$ cat src/rtl/irq_arb_pkg.sv
package irq_arb_pkg;

  // Register byte offsets on the APB bus.
  localparam logic [7:0] OFS_ENABLE_LOW  = 8'h00;
  localparam logic [7:0] OFS_ENABLE_HIGH = 8'h04;
  localparam logic [7:0] OFS_UART0_RX_PRIORITY_EXT0   = 8'h08;
  localparam logic [7:0] OFS_UART0_RX_PRIORITY_EXT1   = 8'h0c;
  localparam logic [7:0] OFS_UART0_RX_PRIORITY_TIMER2 = 8'h10;
  localparam logic [7:0] OFS_UART0_RX_PRIORITY_UART0  = 8'h14;
  localparam logic [7:0] OFS_UART0_RX_PRIORITY_UART1  = 8'h18;
  localparam logic [7:0] OFS_STATUS      = 8'h1c;

  // Low enable register fields.
  localparam int EN_EXT0_POS   = 0;
  localparam int EN_TIMER0_POS = 1;
  localparam int EN_EXT1_POS   = 2;
  localparam int EN_TIMER1_POS = 3;
  localparam int EN_TIMER2_POS = 4;
  localparam int EN_GLOBAL_POS = 7;
  // High enable register fields, serial port sources.
  localparam int EN_U0RX_POS   = 0;
  localparam int EN_U0TX_POS   = 1;
  localparam int EN_U1RX_POS   = 2;
  localparam int EN_U1TX_POS   = 3;
  // Priority register fields: low source in bits 2..0, high in 6..4.
  localparam int UART0_RX_PRIORITY_LO_POS   = 0;
  localparam int UART0_RX_PRIORITY_HI_POS   = 4;

  // Reset values.
  localparam logic [7:0] ENABLE_RESET = 8'h00;
  localparam logic [7:0] UART0_RX_PRIORITY_RESET   = 8'h00;

  // Source counts.
  localparam int NUM_EVENTS    = 9;
  localparam int NUM_SWINT     = 7;
  localparam int NUM_CAND      = NUM_EVENTS + NUM_SWINT;
  localparam int NUM_HWTRAP    = 5;

  // Vector bases; every slot is four bytes.
  localparam logic [15:0] VEC_RESET   = 16'h0000;
  localparam logic [15:0] VEC_HWTRAP  = 16'h0004;
  localparam logic [15:0] VEC_SWTRAP  = 16'h0040;
  localparam logic [15:0] VEC_EVENT_A = 16'h0080;
  localparam logic [15:0] VEC_EVENT_B = 16'h00a0;
  localparam logic [15:0] VEC_SWINT   = 16'h0100;
  localparam logic [3:0]  EXC_LEVEL   = 4'hf;

  // Shortest reset pulse that the board must give, and its cycle count.
  localparam int CLK_PERIOD_PS     = 4000;
  localparam int RESET_MIN_NS      = 10000;
  localparam int RESET_MIN_CYCLES  =
    (RESET_MIN_NS * 1000 + CLK_PERIOD_PS - 1) / CLK_PERIOD_PS;

  // Kind of request offered to the core.
  typedef enum logic [2:0] {
    KIND_RESET  = 3'b000,
    KIND_HWTRAP = 3'b001,
    KIND_SWTRAP = 3'b010,
    KIND_EVENT  = 3'b011,
    KIND_SWINT  = 3'b100
  } kind_type;

  // A zero field disables; otherwise the implied top bit is set.
  function automatic logic [3:0] eff_priority(input logic [2:0] field);
    eff_priority = (field == 3'h0) ? 4'h0 : {1'b1, field};
  endfunction

endpackage

$ cat src/rtl/cand_arbiter.sv
`timescale 1ns/1ps
module cand_arbiter (
  // Candidate requests, index order equals arbitration ranking.
  input  wire logic [15:0]   cand_valid,
  input  wire logic [63:0]   cand_level,
  // Winner.
  output logic               win_valid,
  output logic [3:0]         win_index,
  output logic [3:0]         win_level
);

  // Strictly greater replaces, so the lower index keeps a tie.
  always_comb begin
    win_valid = 1'b0;
    win_index = 4'h0;
    win_level = 4'h0;
    for (int i = 0; i < irq_arb_pkg::NUM_CAND; i++) begin
      if (cand_valid[i] && cand_level[i*4 +: 4] != 4'h0 &&
          (!win_valid || cand_level[i*4 +: 4] > win_level)) begin
        win_valid = 1'b1;
        win_index = 4'(i);
        win_level = cand_level[i*4 +: 4];
      end
    end
  end

endmodule // cand_arbiter

$ cat src/rtl/event_interrupt_priority_arbiter.sv
`timescale 1ns/1ps
module event_interrupt_priority_arbiter #(
  parameter logic [15:0] BOOT_VECTOR = 16'h0000
) (
  // Clock and reset.
  input  wire logic        pclk,
  input  wire logic        presetn,
  // APB slave.
  input  wire logic        psel,
  input  wire logic        penable,
  input  wire logic        pwrite,
  input  wire logic [7:0]  paddr,
  input  wire logic [31:0] pwdata,
  output logic [31:0]      prdata,
  output logic             pready,
  output logic             pslverr,
  // Peripheral event flags, in ranking order from external 0.
  input  wire logic [8:0]  event_flag,
  // Software interrupt flags, already gated by their own enables.
  input  wire logic [6:0]  swint_flag,
  // Exception and trap requests, one-cycle pulses.
  input  wire logic [4:0]  hwtrap_pulse,
  input  wire logic        swtrap_pulse,
  input  wire logic [3:0]  swtrap_number,
  // Boot selection, sampled once after reset release.
  input  wire logic        force_boot,
  input  wire logic [7:0]  flash_status,
  // Power-down state and external input trigger modes.
  input  wire logic        power_down,
  input  wire logic [1:0]  ext_level_mode,
  // Core side.
  input  wire logic [3:0]  core_level,
  input  wire logic        core_ack,
  output logic             irq_valid,
  output logic [15:0]      irq_vector,
  output logic [3:0]       irq_level,
  output logic             irq_is_exception,
  output logic             wake
);

  logic [7:0]  irq_enable_low_reg;
  logic [7:0]  irq_enable_high_reg;
  logic [7:0]  ext0_timer0_priority_reg;
  logic [7:0]  ext1_timer1_priority_reg;
  logic [7:0]  timer2_priority_reg;
  logic [7:0]  uart0_priority_reg;
  logic [7:0]  uart1_priority_reg;
  logic        reset_pending;
  logic        boot_sampled;
  logic        boot_select;
  logic [4:0]  hwtrap_pending;
  logic [15:0] swtrap_pending;
  logic [8:0]  event_gated;
  logic [15:0] cand_valid;
  logic [63:0] cand_level;
  logic        win_valid;
  logic [3:0]  win_index;
  logic [3:0]  win_level;
  logic        sel_valid;
  irq_arb_pkg::kind_type sel_kind;
  logic [3:0]  sel_index;
  logic [3:0]  sel_level;
  logic [15:0] sel_vector;
  logic [15:0] reset_target;
  logic        global_irq_enable;
  logic        ext0_enable;
  logic        ext1_enable;
  logic        taken_ack;
  logic        wr_en;
  logic        rd_setup;
  logic        addr_ok;
  logic [31:0] next_prdata;

  // Enable fields pulled out of the low enable register.
  assign global_irq_enable =
    irq_enable_low_reg[irq_arb_pkg::EN_GLOBAL_POS];
  assign ext0_enable = irq_enable_low_reg[irq_arb_pkg::EN_EXT0_POS];
  assign ext1_enable = irq_enable_low_reg[irq_arb_pkg::EN_EXT1_POS];

  // Each event needs the global enable and its own enable bit.
  always_comb begin
    event_gated[0] = event_flag[0] && ext0_enable;
    event_gated[1] = event_flag[1] &&
      irq_enable_low_reg[irq_arb_pkg::EN_TIMER0_POS];
    event_gated[2] = event_flag[2] && ext1_enable;
    event_gated[3] = event_flag[3] &&
      irq_enable_low_reg[irq_arb_pkg::EN_TIMER1_POS];
    event_gated[4] = event_flag[4] &&
      irq_enable_low_reg[irq_arb_pkg::EN_TIMER2_POS];
    event_gated[5] = event_flag[5] &&
      irq_enable_high_reg[irq_arb_pkg::EN_U0RX_POS];
    event_gated[6] = event_flag[6] &&
      irq_enable_high_reg[irq_arb_pkg::EN_U0TX_POS];
    event_gated[7] = event_flag[7] &&
      irq_enable_high_reg[irq_arb_pkg::EN_U1RX_POS];
    event_gated[8] = event_flag[8] &&
      irq_enable_high_reg[irq_arb_pkg::EN_U1TX_POS];
    event_gated = event_gated & {9{global_irq_enable}};
  end

  // Candidate list in ranking order: events first, then the software
  // interrupts with their fixed levels one to seven.
  always_comb begin
    cand_valid = {swint_flag, event_gated};
    cand_level[3:0]   = irq_arb_pkg::eff_priority(
      ext0_timer0_priority_reg[irq_arb_pkg::UART0_RX_PRIORITY_LO_POS +: 3]);
    cand_level[7:4]   = irq_arb_pkg::eff_priority(
      ext0_timer0_priority_reg[irq_arb_pkg::UART0_RX_PRIORITY_HI_POS +: 3]);
    cand_level[11:8]  = irq_arb_pkg::eff_priority(
      ext1_timer1_priority_reg[irq_arb_pkg::UART0_RX_PRIORITY_LO_POS +: 3]);
    cand_level[15:12] = irq_arb_pkg::eff_priority(
      ext1_timer1_priority_reg[irq_arb_pkg::UART0_RX_PRIORITY_HI_POS +: 3]);
    cand_level[19:16] = irq_arb_pkg::eff_priority(
      timer2_priority_reg[irq_arb_pkg::UART0_RX_PRIORITY_LO_POS +: 3]);
    cand_level[23:20] = irq_arb_pkg::eff_priority(
      uart0_priority_reg[irq_arb_pkg::UART0_RX_PRIORITY_LO_POS +: 3]);
    cand_level[27:24] = irq_arb_pkg::eff_priority(
      uart0_priority_reg[irq_arb_pkg::UART0_RX_PRIORITY_HI_POS +: 3]);
    cand_level[31:28] = irq_arb_pkg::eff_priority(
      uart1_priority_reg[irq_arb_pkg::UART0_RX_PRIORITY_LO_POS +: 3]);
    cand_level[35:32] = irq_arb_pkg::eff_priority(
      uart1_priority_reg[irq_arb_pkg::UART0_RX_PRIORITY_HI_POS +: 3]);
    for (int s = 0; s < irq_arb_pkg::NUM_SWINT; s++) begin
      cand_level[36 + s*4 +: 4] = 4'(s + 1);
    end
  end

  // Level and ranking arbitration among maskable candidates.
  cand_arbiter u_cand_arbiter (
    .cand_valid (cand_valid),
    .cand_level (cand_level),
    .win_valid  (win_valid),
    .win_index  (win_index),
    .win_level  (win_level)
  );

  // Exceptions outrank everything: reset first, then hardware traps in
  // slot order, then software traps; events only above the core level.
  always_comb begin
    sel_valid = 1'b0;
    sel_kind  = irq_arb_pkg::KIND_RESET;
    sel_index = 4'h0;
    sel_level = irq_arb_pkg::EXC_LEVEL;
    if (reset_pending && boot_sampled) begin
      sel_valid = 1'b1;
    end else if (hwtrap_pending != 5'h00) begin
      sel_valid = 1'b1;
      sel_kind  = irq_arb_pkg::KIND_HWTRAP;
      for (int t = irq_arb_pkg::NUM_HWTRAP - 1; t >= 0; t--) begin
        if (hwtrap_pending[t]) begin
          sel_index = 4'(t);
        end
      end
    end else if (swtrap_pending != 16'h0000) begin
      sel_valid = 1'b1;
      sel_kind  = irq_arb_pkg::KIND_SWTRAP;
      for (int t = 15; t >= 0; t--) begin
        if (swtrap_pending[t]) begin
          sel_index = 4'(t);
        end
      end
    end else if (win_valid && win_level > core_level) begin
      sel_valid = 1'b1;
      sel_level = win_level;
      if (win_index < 4'(irq_arb_pkg::NUM_EVENTS)) begin
        sel_kind  = irq_arb_pkg::KIND_EVENT;
        sel_index = win_index;
      end else begin
        sel_kind  = irq_arb_pkg::KIND_SWINT;
        sel_index = win_index - 4'(irq_arb_pkg::NUM_EVENTS);
      end
    end
  end

  // The reset target is either page-zero word 0000 or the boot vector.
  assign reset_target = boot_select ? BOOT_VECTOR
                                    : irq_arb_pkg::VEC_RESET;

  // Slot address lookup; every vector is a sixteen-bit value, with the software interrupt slots from 0100.
  vector_map u_vector_map (
    .kind         (sel_kind),
    .index        (sel_index),
    .reset_target (reset_target),
    .vector       (sel_vector)
  );

  // Drive the core from flops; the offer is dropped for a cycle after an
  // acknowledge so that a cleared source cannot be taken twice.
  always_ff @(posedge pclk or negedge presetn) begin
    if (!presetn) begin
      irq_valid        <= 1'b0;
      irq_vector       <= 16'h0000;
      irq_level        <= 4'h0;
      irq_is_exception <= 1'b0;
    end else begin
      irq_valid        <= sel_valid && !taken_ack;
      irq_vector       <= sel_vector;
      irq_level        <= sel_level;
      irq_is_exception <= sel_kind == irq_arb_pkg::KIND_RESET ||
                          sel_kind == irq_arb_pkg::KIND_HWTRAP ||
                          sel_kind == irq_arb_pkg::KIND_SWTRAP;
    end
  end

  assign taken_ack = core_ack && irq_valid;

  // Reset exception is pending from reset and dropped when the core
  // takes it.
  always_ff @(posedge pclk or negedge presetn) begin
    if (!presetn) begin
      reset_pending <= 1'b1;
    end else if (taken_ack && irq_vector == reset_target &&
                 irq_is_exception && reset_pending) begin
      reset_pending <= 1'b0;
    end
  end

  // Boot selection is caught one clock after release, never under reset.
  always_ff @(posedge pclk or negedge presetn) begin
    if (!presetn) begin
      boot_sampled <= 1'b0;
      boot_select  <= 1'b0;
    end else if (!boot_sampled) begin
      boot_sampled <= 1'b1;
      boot_select  <= force_boot || flash_status != 8'h00;
    end
  end

  // Trap pulses are held until the core takes them; a new pulse in the
  // acknowledge cycle wins over the clear.
  always_ff @(posedge pclk or negedge presetn) begin
    if (!presetn) begin
      hwtrap_pending <= 5'h00;
      swtrap_pending <= 16'h0000;
    end else begin
      hwtrap_pending <= (hwtrap_pending &
        ~((taken_ack && !reset_pending &&
           irq_vector < irq_arb_pkg::VEC_SWTRAP)
          ? 5'(5'h01 << sel_index) : 5'h00)) | hwtrap_pulse;
      swtrap_pending <= (swtrap_pending &
        ~((taken_ack && hwtrap_pending == 5'h00 && !reset_pending &&
           sel_kind == irq_arb_pkg::KIND_SWTRAP)
          ? 16'(16'h0001 << sel_index) : 16'h0000)) |
        (swtrap_pulse ? 16'(16'h0001 << swtrap_number) : 16'h0000);
    end
  end

  // Wake only for an enabled, level-sensitive external input; any other
  // exit from power-down is left to reset.
  always_ff @(posedge pclk or negedge presetn) begin
    if (!presetn) begin
      wake <= 1'b0;
    end else begin
      wake <= power_down && global_irq_enable &&
              ((event_flag[0] && ext0_enable && ext_level_mode[0]) ||
               (event_flag[2] && ext1_enable &&
                ext_level_mode[1]));
    end
  end

  // APB decode; every access completes with one wait-free access phase.
  assign wr_en    = psel && penable && pwrite && pready;
  assign rd_setup = psel && !penable;
  always_comb begin
    addr_ok = 1'b1;
    next_prdata = 32'h0000_0000;
    unique case (paddr)
      irq_arb_pkg::OFS_ENABLE_LOW:  next_prdata[7:0] = irq_enable_low_reg;
      irq_arb_pkg::OFS_ENABLE_HIGH: next_prdata[7:0] = irq_enable_high_reg;
      irq_arb_pkg::OFS_UART0_RX_PRIORITY_EXT0:
        next_prdata[7:0] = ext0_timer0_priority_reg;
      irq_arb_pkg::OFS_UART0_RX_PRIORITY_EXT1:
        next_prdata[7:0] = ext1_timer1_priority_reg;
      irq_arb_pkg::OFS_UART0_RX_PRIORITY_TIMER2: next_prdata[7:0] = timer2_priority_reg;
      irq_arb_pkg::OFS_UART0_RX_PRIORITY_UART0:  next_prdata[7:0] = uart0_priority_reg;
      irq_arb_pkg::OFS_UART0_RX_PRIORITY_UART1:  next_prdata[7:0] = uart1_priority_reg;
      irq_arb_pkg::OFS_STATUS:
        next_prdata = {reset_pending, boot_select, 6'h00, win_level,
                       win_index, win_valid, 7'h00,
                       event_gated[7:0]};
      default: addr_ok = 1'b0;
    endcase
  end

  // Answer registered in the setup cycle so pready is a flop output.
  always_ff @(posedge pclk or negedge presetn) begin
    if (!presetn) begin
      pready  <= 1'b0;
      pslverr <= 1'b0;
      prdata  <= 32'h0000_0000;
    end else begin
      pready  <= rd_setup;
      pslverr <= rd_setup && !addr_ok;
      prdata  <= (rd_setup && !pwrite) ? next_prdata : 32'h0000_0000;
    end
  end

  // Writable registers; only the implemented enable and priority bits are kept.
  always_ff @(posedge pclk or negedge presetn) begin
    if (!presetn) begin
      irq_enable_low_reg       <= irq_arb_pkg::ENABLE_RESET;
      irq_enable_high_reg      <= irq_arb_pkg::ENABLE_RESET;
      ext0_timer0_priority_reg <= irq_arb_pkg::UART0_RX_PRIORITY_RESET;
      ext1_timer1_priority_reg <= irq_arb_pkg::UART0_RX_PRIORITY_RESET;
      timer2_priority_reg      <= irq_arb_pkg::UART0_RX_PRIORITY_RESET;
      uart0_priority_reg       <= irq_arb_pkg::UART0_RX_PRIORITY_RESET;
      uart1_priority_reg       <= irq_arb_pkg::UART0_RX_PRIORITY_RESET;
    end else if (wr_en) begin
      unique case (paddr)
        irq_arb_pkg::OFS_ENABLE_LOW:
          irq_enable_low_reg <= pwdata[7:0] & 8'h9f;
        irq_arb_pkg::OFS_ENABLE_HIGH:
          irq_enable_high_reg <= pwdata[7:0] & 8'h0f;
        irq_arb_pkg::OFS_UART0_RX_PRIORITY_EXT0:
          ext0_timer0_priority_reg <= pwdata[7:0] & 8'h77;
        irq_arb_pkg::OFS_UART0_RX_PRIORITY_EXT1:
          ext1_timer1_priority_reg <= pwdata[7:0] & 8'h77;
        irq_arb_pkg::OFS_UART0_RX_PRIORITY_TIMER2:
          timer2_priority_reg <= pwdata[7:0] & 8'h07;
        irq_arb_pkg::OFS_UART0_RX_PRIORITY_UART0:
          uart0_priority_reg <= pwdata[7:0] & 8'h77;
        irq_arb_pkg::OFS_UART0_RX_PRIORITY_UART1:
          uart1_priority_reg <= pwdata[7:0] & 8'h77;
        default: ;
      endcase
    end
  end

endmodule // event_interrupt_priority_arbiter

$ cat src/rtl/vector_map.sv
`timescale 1ns/1ps
module vector_map (
  // Selected source.
  input  irq_arb_pkg::kind_type kind,
  input  wire logic [3:0]       index,
  input  wire logic [15:0]      reset_target,
  // Vector address of the slot.
  output logic [15:0]           vector
);

  // Each slot is four bytes, so the index lands on bit two.
  always_comb begin
    unique case (kind)
      irq_arb_pkg::KIND_RESET:  vector = reset_target;
      irq_arb_pkg::KIND_HWTRAP:
        vector = irq_arb_pkg::VEC_HWTRAP + {10'h000, index, 2'b00};
      irq_arb_pkg::KIND_SWTRAP:
        vector = irq_arb_pkg::VEC_SWTRAP + {10'h000, index, 2'b00};
      irq_arb_pkg::KIND_EVENT: begin
        if (index < 4'h5) begin
          vector = irq_arb_pkg::VEC_EVENT_A + {10'h000, index, 2'b00};
        end else begin
          vector = irq_arb_pkg::VEC_EVENT_B +
                   {10'h000, index - 4'h5, 2'b00};
        end
      end
      irq_arb_pkg::KIND_SWINT:
        vector = irq_arb_pkg::VEC_SWINT + {10'h000, index, 2'b00};
      default: vector = irq_arb_pkg::VEC_RESET;
    endcase
  end

endmodule // vector_map
$ cat config.mk
export PLATFORM = sky130hd
export DESIGN_NAME = event_interrupt_priority_arbiter
export DESIGN_NICKNAME = d
export VERILOG_FILES = /design/src/rtl/irq_arb_pkg.sv /design/src/rtl/cand_arbiter.sv /design/src/rtl/event_interrupt_priority_arbiter.sv /design/src/rtl/vector_map.sv
export SDC_FILE = /design/constraint.sdc
export NUM_CORES = 1
export LEC_CHECK = 0
export ABC_AREA = 1
export BUFFER_PORTS_ARGS = -buffer_cell sky130_fd_sc_hd__buf_2
export CAP_MARGIN = 15
export CORE_UTILIZATION = 60
export DETAILED_ROUTE_END_ITERATION = 7
export PLACE_DENSITY = 0.88
export SYNTH_ARGS = -nofsm -noshare
export SYNTH_HDL_FRONTEND = slang
export SYNTH_SLANG_ARGS = --single-unit
export TNS_END_PERCENT = 5
$ cat constraint.sdc
create_clock -name pclk -period 18.5 [get_ports pclk]
set_input_delay 0 -clock pclk [delete_from_list [all_inputs] [get_ports pclk]]
set_output_delay 0 -clock pclk [all_outputs]
set_load 0.005 [all_outputs]
# Word-level counts from Yosys, hierarchy flattened
# Index checks and enable logic that the tools add are counted.
# Widths: inputs -> output; s select.
dict set report word_totals {
  ff_bits 118
  inputBits 88
  mem_bits_ro 0
  ramBits 0
  latch_bits 0
  memories 0
  out_inout_bits 57
}
dict set report classes {
  addsub 7
  reduce_logical 127
  magnitude_cmp 19
  n_mul 0
  mux 104
  eq_ne 11
  bitwise_logic 7
  shift 3
  n_div 0
}
# cell count
set ops {}
lappend ops {{$mux 4} 62}
lappend ops {{$pmux 16 s4} 1}
lappend ops {{$pmux 8 s8} 1}
lappend ops {{$logic_and 1x1->1} 55}
lappend ops {{$mux 16} 3}
lappend ops {{$gt 4x4->1} 9}
lappend ops {{$reduce_bool 4->1} 9}
lappend ops {{$eq 8x5->1 const B} 4}
lappend ops {{$mux 32} 1}
lappend ops {{$shl 1x4->16 const A} 2}
lappend ops {{$logic_not 3->1} 10}
lappend ops {{$mux 3} 10}
lappend ops {{$mux 24} 1}
lappend ops {{$mux 1} 22}
lappend ops {{$logic_not 1->1} 20}
lappend ops {{$logic_or 1x1->1} 19}
lappend ops {{$add 8x6->9 const A} 2}
lappend ops {{$and 16x16->16} 1}
lappend ops {{$eq 8x4->1 const B} 2}
lappend ops {{$gt 3x4->1 const A} 4}
lappend ops {{$logic_not 16->1} 1}
lappend ops {{$lt 16x7->1 const B} 1}
lappend ops {{$not 16->16} 1}
lappend ops {{$or 16x16->16} 1}
lappend ops {{27 further kinds} 36}

# Depth between registers and ports, before layout
dict set report logic_depth {
  ltp_word 77
  depth_mapped 108
}

# Cells and area by module
# Synthesis repeated with hierarchy kept, for this count alone.
dict set report unflattened {
  cells_unflattened 1249
  hier_area_um2 8588.2
}
# mod area_each_um2 n_inst cells_each seq_area_each_um2
set by_module_without_submodules {}
lappend by_module_without_submodules {event_interrupt_priority_arbiter 5168.7 1 642 2628.8}
lappend by_module_without_submodules {cand_arbiter 2985.4 1 517 0.0}
lappend by_module_without_submodules {vector_map 434.2 1 90 0.0}

# Least setup slack after synthesis
# OpenSTA, ideal clock, no wires.
dict set report synth_timing {
  kind {flip-flop to flip-flop}
  from {reg irq_enable_low_reg[0]}
  to {reg irq_vector[3]}
  n_path_buf 0
  slack_ns 8.205
  setup_time_ns 0.116
  t_required_ns 18.384
  arrival_ns 10.179
  stages_incl_launch_ff 96
  cell_sequence {dfrtp_1 nand2_1 nor2_1 nand2_2 inv_1 nand2_1 ha_1 nand2_1 nand2_1 nand2_1 nand2_1 nand2_1 nand2_1 nand2_2 o21ai_0 ha_1 nand2_1 nand2_1 [... 60 more ...] nand2_1 nand2_1 a21boi_0 ha_1 o21bai_1 a221oi_1 a31oi_1 nand2_2 nor2_1 nand3_1 nand3_1 nand2_1 nand2_1 inv_1 ha_1 or2_2 nand2_1 nand2_1}
}
dict set report synth_between {
  elab_chain_cells 74
  elab_cells_between_ends 137
  classes_between {add/sub: 7; order compare: 18; eq/ne: 4; mux: 59; bitwise: 1; reduce/logical: 48}
}
# item line
set synth_lines {}
lappend synth_lines {{start, declared} event_interrupt_priority_arbiter.sv:41} ;# logic [7:0] irq_enable_low_reg;
lappend synth_lines {{start signal, assigned} event_interrupt_priority_arbiter.sv:301} ;# irq_enable_low_reg <= irq_arb_pkg::ENABLE_RESET;
lappend synth_lines {{start signal, assigned} event_interrupt_priority_arbiter.sv:311} ;# irq_enable_low_reg <= pwdata[7:0] & 8'h9f;
lappend synth_lines {{$logic_and 1x1->1 (*)} event_interrupt_priority_arbiter.sv:82} ;# event_gated[0] = event_flag[0] && ext0_enable;
lappend synth_lines {{$and 9x9->9 (*)} event_interrupt_priority_arbiter.sv:98} ;# event_gated = event_gated & {9{global_irq_enable}};
lappend synth_lines {{$logic_and 1x1->1 (*)} cand_arbiter.sv:18} ;# if (cand_valid[i] && cand_level[i*4 +: 4] != 4'h0 &&
lappend synth_lines {{$mux 4 / $mux 1 (equally long branches)} cand_arbiter.sv:18}
lappend synth_lines {{$gt 4x4->1 / $logic_not 1->1 (equally long branches)} cand_arbiter.sv:19} ;# (!win_valid || cand_level[i*4 +: 4] > win_level)) begin
lappend synth_lines {{$logic_or 1x1->1} cand_arbiter.sv:19}
lappend synth_lines {{$logic_and 1x1->1} cand_arbiter.sv:18}
lappend synth_lines {{$mux 4 / $mux 1 (equally long branches)} cand_arbiter.sv:18}
lappend synth_lines {{[... 59 more ...]} -}
lappend synth_lines {{$mux 4} event_interrupt_priority_arbiter.sv:154} ;# end else if (swtrap_pending != 16'h0000) begin
lappend synth_lines {{$mux 4} event_interrupt_priority_arbiter.sv:146} ;# end else if (hwtrap_pending != 5'h00) begin
lappend synth_lines {{$mux 4} event_interrupt_priority_arbiter.sv:144} ;# if (reset_pending && boot_sampled) begin
lappend synth_lines {{$sub 4x3->4} vector_map.sv:24} ;# {10'h000, index - 4'h5, 2'b00};
lappend synth_lines {{$add 8x6->9} vector_map.sv:23} ;# vector = irq_arb_pkg::VEC_EVENT_B +
lappend synth_lines {{$mux 16} vector_map.sv:20} ;# if (index < 4'h5) begin
lappend synth_lines {{$pmux 16 s4 (*)} vector_map.sv:13} ;# unique case (kind)
lappend synth_lines {{via sel_vector[3]} event_interrupt_priority_arbiter.sv:63} ;# logic [15:0] sel_vector;
lappend synth_lines {{end signal, assigned} event_interrupt_priority_arbiter.sv:197} ;# irq_vector <= sel_vector;
lappend synth_lines {{end, declared} event_interrupt_priority_arbiter.sv:35} ;# output logic [15:0] irq_vector,
# Mark *: on every way through the listed nets, which the timed path passes. The rest lies on a longest branch.
# A chain may end at the register's enable or synchronous reset.

# Worst setup path after layout
dict set report layout_timing {
  from {reg irq_enable_low_reg[7]}
  to {reg swtrap_pending[14]}
}
dict set report layout_between {
  elab_chain_cells 75
  elab_cells_between_ends 138
  classes_between {add/sub: 1; order compare: 17; eq/ne: 1; shift: 1; mux: 58; bitwise: 4; reduce/logical: 56}
}
# item line
set layout_lines {}
lappend layout_lines {{$and 9x9->9 (*)} event_interrupt_priority_arbiter.sv:98}
lappend layout_lines {{$logic_and 1x1->1} cand_arbiter.sv:18}
lappend layout_lines {{$mux 4 / $mux 1 (equally long branches)} cand_arbiter.sv:18}
lappend layout_lines {{$gt 4x4->1 / $logic_not 1->1 (equally long branches)} cand_arbiter.sv:19}
lappend layout_lines {{$logic_or 1x1->1} cand_arbiter.sv:19}
lappend layout_lines {{$logic_and 1x1->1} cand_arbiter.sv:18}
lappend layout_lines {{$mux 4 / $mux 1 (equally long branches)} cand_arbiter.sv:18}
lappend layout_lines {{$gt 4x4->1 / $logic_not 1->1 (equally long branches)} cand_arbiter.sv:19}
lappend layout_lines {{[... 59 more ...]} -}
lappend layout_lines {{$mux 3} event_interrupt_priority_arbiter.sv:146}
lappend layout_lines {{$mux 3} event_interrupt_priority_arbiter.sv:144}
lappend layout_lines {{$eq 3x2->1} event_interrupt_priority_arbiter.sv:242} ;# sel_kind == irq_arb_pkg::KIND_SWTRAP)
lappend layout_lines {{$logic_and 1x1->1} event_interrupt_priority_arbiter.sv:241} ;# ~((taken_ack && hwtrap_pending == 5'h00 && !reset_pending &&
lappend layout_lines {{$mux 16 (*)} event_interrupt_priority_arbiter.sv:243} ;# ? 16'(16'h0001 << sel_index) : 16'h0000)) |
lappend layout_lines {{$not 16->16 (*)} event_interrupt_priority_arbiter.sv:241}
lappend layout_lines {{$and 16x16->16 (*)} event_interrupt_priority_arbiter.sv:240} ;# swtrap_pending <= (swtrap_pending &
lappend layout_lines {{$or 16x16->16 (*)} event_interrupt_priority_arbiter.sv:243}
lappend layout_lines {{end signal, assigned} event_interrupt_priority_arbiter.sv:240}
lappend layout_lines {{end, declared} event_interrupt_priority_arbiter.sv:52} ;# logic [15:0] swtrap_pending;
# Every way passes the cells marked *; elsewhere a longest branch is shown, timed or not.

==> summary.md <==
| Metric | Value |
|---|---|
| Largest net degree at the start of global routing | 86 |
| Most used flip-flop cell after synthesis | dfrtp_1 |
| Area grow syn2layout | 13.80% |
| Clock slew at reported path FFs | about 0.10 ns |
| Netlist cell types | between 40 and 50 |
| Synthesized flop and latch total | 96 |
| Internal power | a little under 0.3 mW |
| Yosys top cell area share | between 30% and 40% |
| Share of cells above drive strength 1 | 15.62% |
| Top Ports | around 150 |
| ANT nets after route | 0 |
| Antenna fix cells | 0 |
| CTS buffer count | 9 |
| Initial antenna violation count | 0 |
| Maximum VDD drop | between 0.05 and 0.06 mV |
| Worst-margin pin slew | 1.042 ns |
| Max reg flops | 19 |
| Leakage | 4.035 nW |
| 1st-pass router iterations | 5 |
| CTS Buffer Depth | 2 |
| Status | complete, no violations |
| Fmax | 76.28 MHz |
| Clock sinks | 96 |
| DR iter-0 viols | 580 |
| Part of the cycle the worst path needs | 70.86% |
| Post-CTS setup buffer count | 0 |
| List of most frequent post-synthesis cells | nand2_1 (258), inv_1 (137), dfrtp_1 (95), o21ai_0 (76), nor2_1 (51) |
| Worst EP required | ~19 ns |
| Critical Path Max Stage Delay | between 0.6 and 0.7 ns |
| Slew headroom | approximately 30% |
| Largest Register | prdata |
| DR WL/cell | around 14 microns |
| Drt drc | 0 |
| Ys Warns | 0 |
| RSZ-0062 raised after global routing | false |
| GRT Residual Overflow | 0 |
| Setup Skew | 0.01266 ns |
| Site Rows | 37 |
| Logic pwr share | between 10% and 20% |
| Final WL | ~16000 microns |
| Crit-path max FO | 11 |
| Switch Pwr | 0.1242 mW |
| Synthesized area per cell | 7.188 sq um |
| CP most frequent cell | nand2_1 |
| Pre-CTS setup slack | just over 6 ns |
| CTS Root Cell | clkbuf_8 |
| Worst Path Arrival | about 13 ns |
| Largest area contributor in the netlist | dfrtp_1 |
| Final Slew Violations | 0 |
| H-tree Lvls | 3 |
| Synth top area cells | dfrtp_1 (36%), nand2_1 (15%), ha_1 (8.4%), inv_1 (7.8%), o21ai_0 (5.8%) |
| Die Area | about 11000 sq um |
| TritonCTS clock tree | done |
| Largest regs | prdata (19), swtrap_pending (16), irq_vector (7) |
| CP max-delay cell | dfrtp_1 |
| Switching Share | 29.72% |
| Cts repair resizes | 0 |
| Part of the power in the clock network | between 30% and 40% |
| Setup CP Type | register to register |
| Power Density | about 56 nW/um^2 |
| Min cycle time layout | around 13 ns |
| Starting density of the core | around 63% |
| Final hold vios | 0 |
| Core area | ~10000 sq um |
| Total Routing Usage GR | 29.87% |
| Dpl hpwl | between 10000 and 15000 microns |
| Top-count cell post-synth | nand2_1 |
| Flop-to-flop setup slack | between 5 and 6 ns |
| Buffers on Ports | between 90 and 100 |
| Layout net count | ~1200 |
| Setup_tns | 0 ns |
| Final worst slack | 5.391 ns |
| Total power | 0.4177 mW |
| Sequential fraction of the synthesis area | around 37% |
| Final Util | 71.61% |
| Fraction of registers with async set/reset | 100.0% |
| Total number of vias | between 6000 and 7000 |
| Clock insertion delay at the later pin of the skew report | around 0.38 ns |
| Post-DR vias/cell | 5.361 |
| Global-route wire length before repair | ~26000 microns |
| HP Class | primary input to register |
| Gate Count Post-Synth | between 900 and 1000 |
| Number of global-route vias before repair | ~5700 |
| RD Place Congestion | 0.9286 |
| Max cap viols | 0 |
| CP endpoint kind | register |
| Die height | between 100 and 150 microns |
| Worst Setup Start Kind | register |
| Setup Viol. Count Final | 0 |
| Post-synth EDFFs | 0 |
| Mapped cell area | approximately 6600 sq um |
| Seq pwr share | approximately 54% |
| Die width | ~110 microns |
==> metrics by stage <==
| stage | hold slack [ns] | std cells | instance area, sq um |
|---|---|---|---|
| after global placement | -0.1595 | 1125 | 7044 |
| after floorplan | -0.2956 | 937 | 6663 |
| after CTS | 0.008856 | 1167 | 7492 |
| after global routing | 0.03262 | 1167 | 7492 |
| final | 0.02125 | 1167 | 7492 |
| after detailed placement | -0.1584 | 1125 | 7044 |
==> logic make-up (layout without fill, tap and decap cells) <==
logic type / Yosys count / count (layout) / share of synthesized area [%]
and+or+nand+nor: 422 / 422 / 28.39
buffers and inverters: 191 / 285 / 12.62
AOI/OAI and AO/OA: 161 / 161 / 14.01
DFF: 96 / 96 / 36.51
adders and majority gates: 44 / 44 / 8.362
other: 2 / 23 / 0.1141
==> worst max-delay path, delay by kind of cell (launching register included) <==
kind | cells | cell delay, ns
flops | 1 | 0.64
buf+inv | 7 | 1.16
compound gates | 26 | 3.92
fa+ha+maj | 10 | 2.88
simple gates | 51 | 4.38
==> final timing paths <==
kind,start,endpoint,depth (start not counted)
setup / recovery,irq_enable_low_reg[7],swtrap_pending[14],94
hold / removal,pwdata[5],uart1_priority_reg[5],3
setup reg to reg,irq_enable_low_reg[7],swtrap_pending[14],94
hold reg to reg,irq_is_exception,reset_pending,1
max in group asynchronous,presetn,swtrap_pending[11],3
min in group asynchronous,presetn,boot_select,3
==> placed cells by master (no fill, tap or decap), types with 3 or more instances in the layout <==
cell type / netlist / layout
nor3_1: 21 / 21
o21ai_1: 14 / 14
a221oi_1: 9 / 9
nand2_2: 11 / 11
nor2_4: 5 / 5
o21ai_2: 4 / 4
inv_2: 6 / 6
ha_1: 44 / 44
dlygate4sd3_1: 0 / 26
o22ai_1: 8 / 8
inv_1: 137 / 137
nor4_1: 4 / 4
nor2_2: 4 / 4
conb_1: 2 / 23
nor2_1: 51 / 51
nand3_1: 42 / 42
nand2_1: 258 / 258
clkbuf_8: 0 / 9
nand4_1: 10 / 10
nand3_2: 3 / 3
buf_2: 0 / 97
o211ai_1: 3 / 3
or2_2: 3 / 3
a21oi_1: 35 / 35
dfrtp_1: 95 / 95
o21ai_0: 76 / 76
==> metal layers <==
metal / vias up / share of wire (%) / track usage [%]
met1: 2798 / 44 / 41.03
li1: 3125 / - / -
met4: 0 / 3.3 / 10.86
met3: 45 / 7.8 / 5.532
met5: - / 0 / 0
met2: 288 / 45 / 47.24
==> timing repair <==
item / CTS / global route
hold buffers: 26 / 0
setup endpoints to repair: 0 / 0
hold endpoints to repair: 42 / 0
==> power groups by stage <==
stage | clock network (mW) | logic, mW | registers, mW
3_3_place_gp | 0 | 0.0528 | 0.229
5_1_grt | 0.143 | 0.0678 | 0.227
2_1_floorplan | 0 | 0.0355 | 0.228
6_report | 0.132 | 0.0593 | 0.226
3_5_place_dp | 0 | 0.0543 | 0.230
4_1_cts | 0.134 | 0.0588 | 0.226
==> layout make-up <==
| cell class | count | area, sq um |
|---|---|---|
| Inverter | 144 | 541.8 |
| Clock buffer | 9 | 123.9 |
| Fill cell | 873 | 2970 |
| Multi-Input combinational cell | 650 | 3428 |
| Sequential cell | 96 | 2404 |
| Tap cell | 136 | 170.2 |
| Clock inverter | 7 | 63.81 |
| Timing Repair Buffer | 125 | 760.7 |
Power figures use the tool's default switching activity.
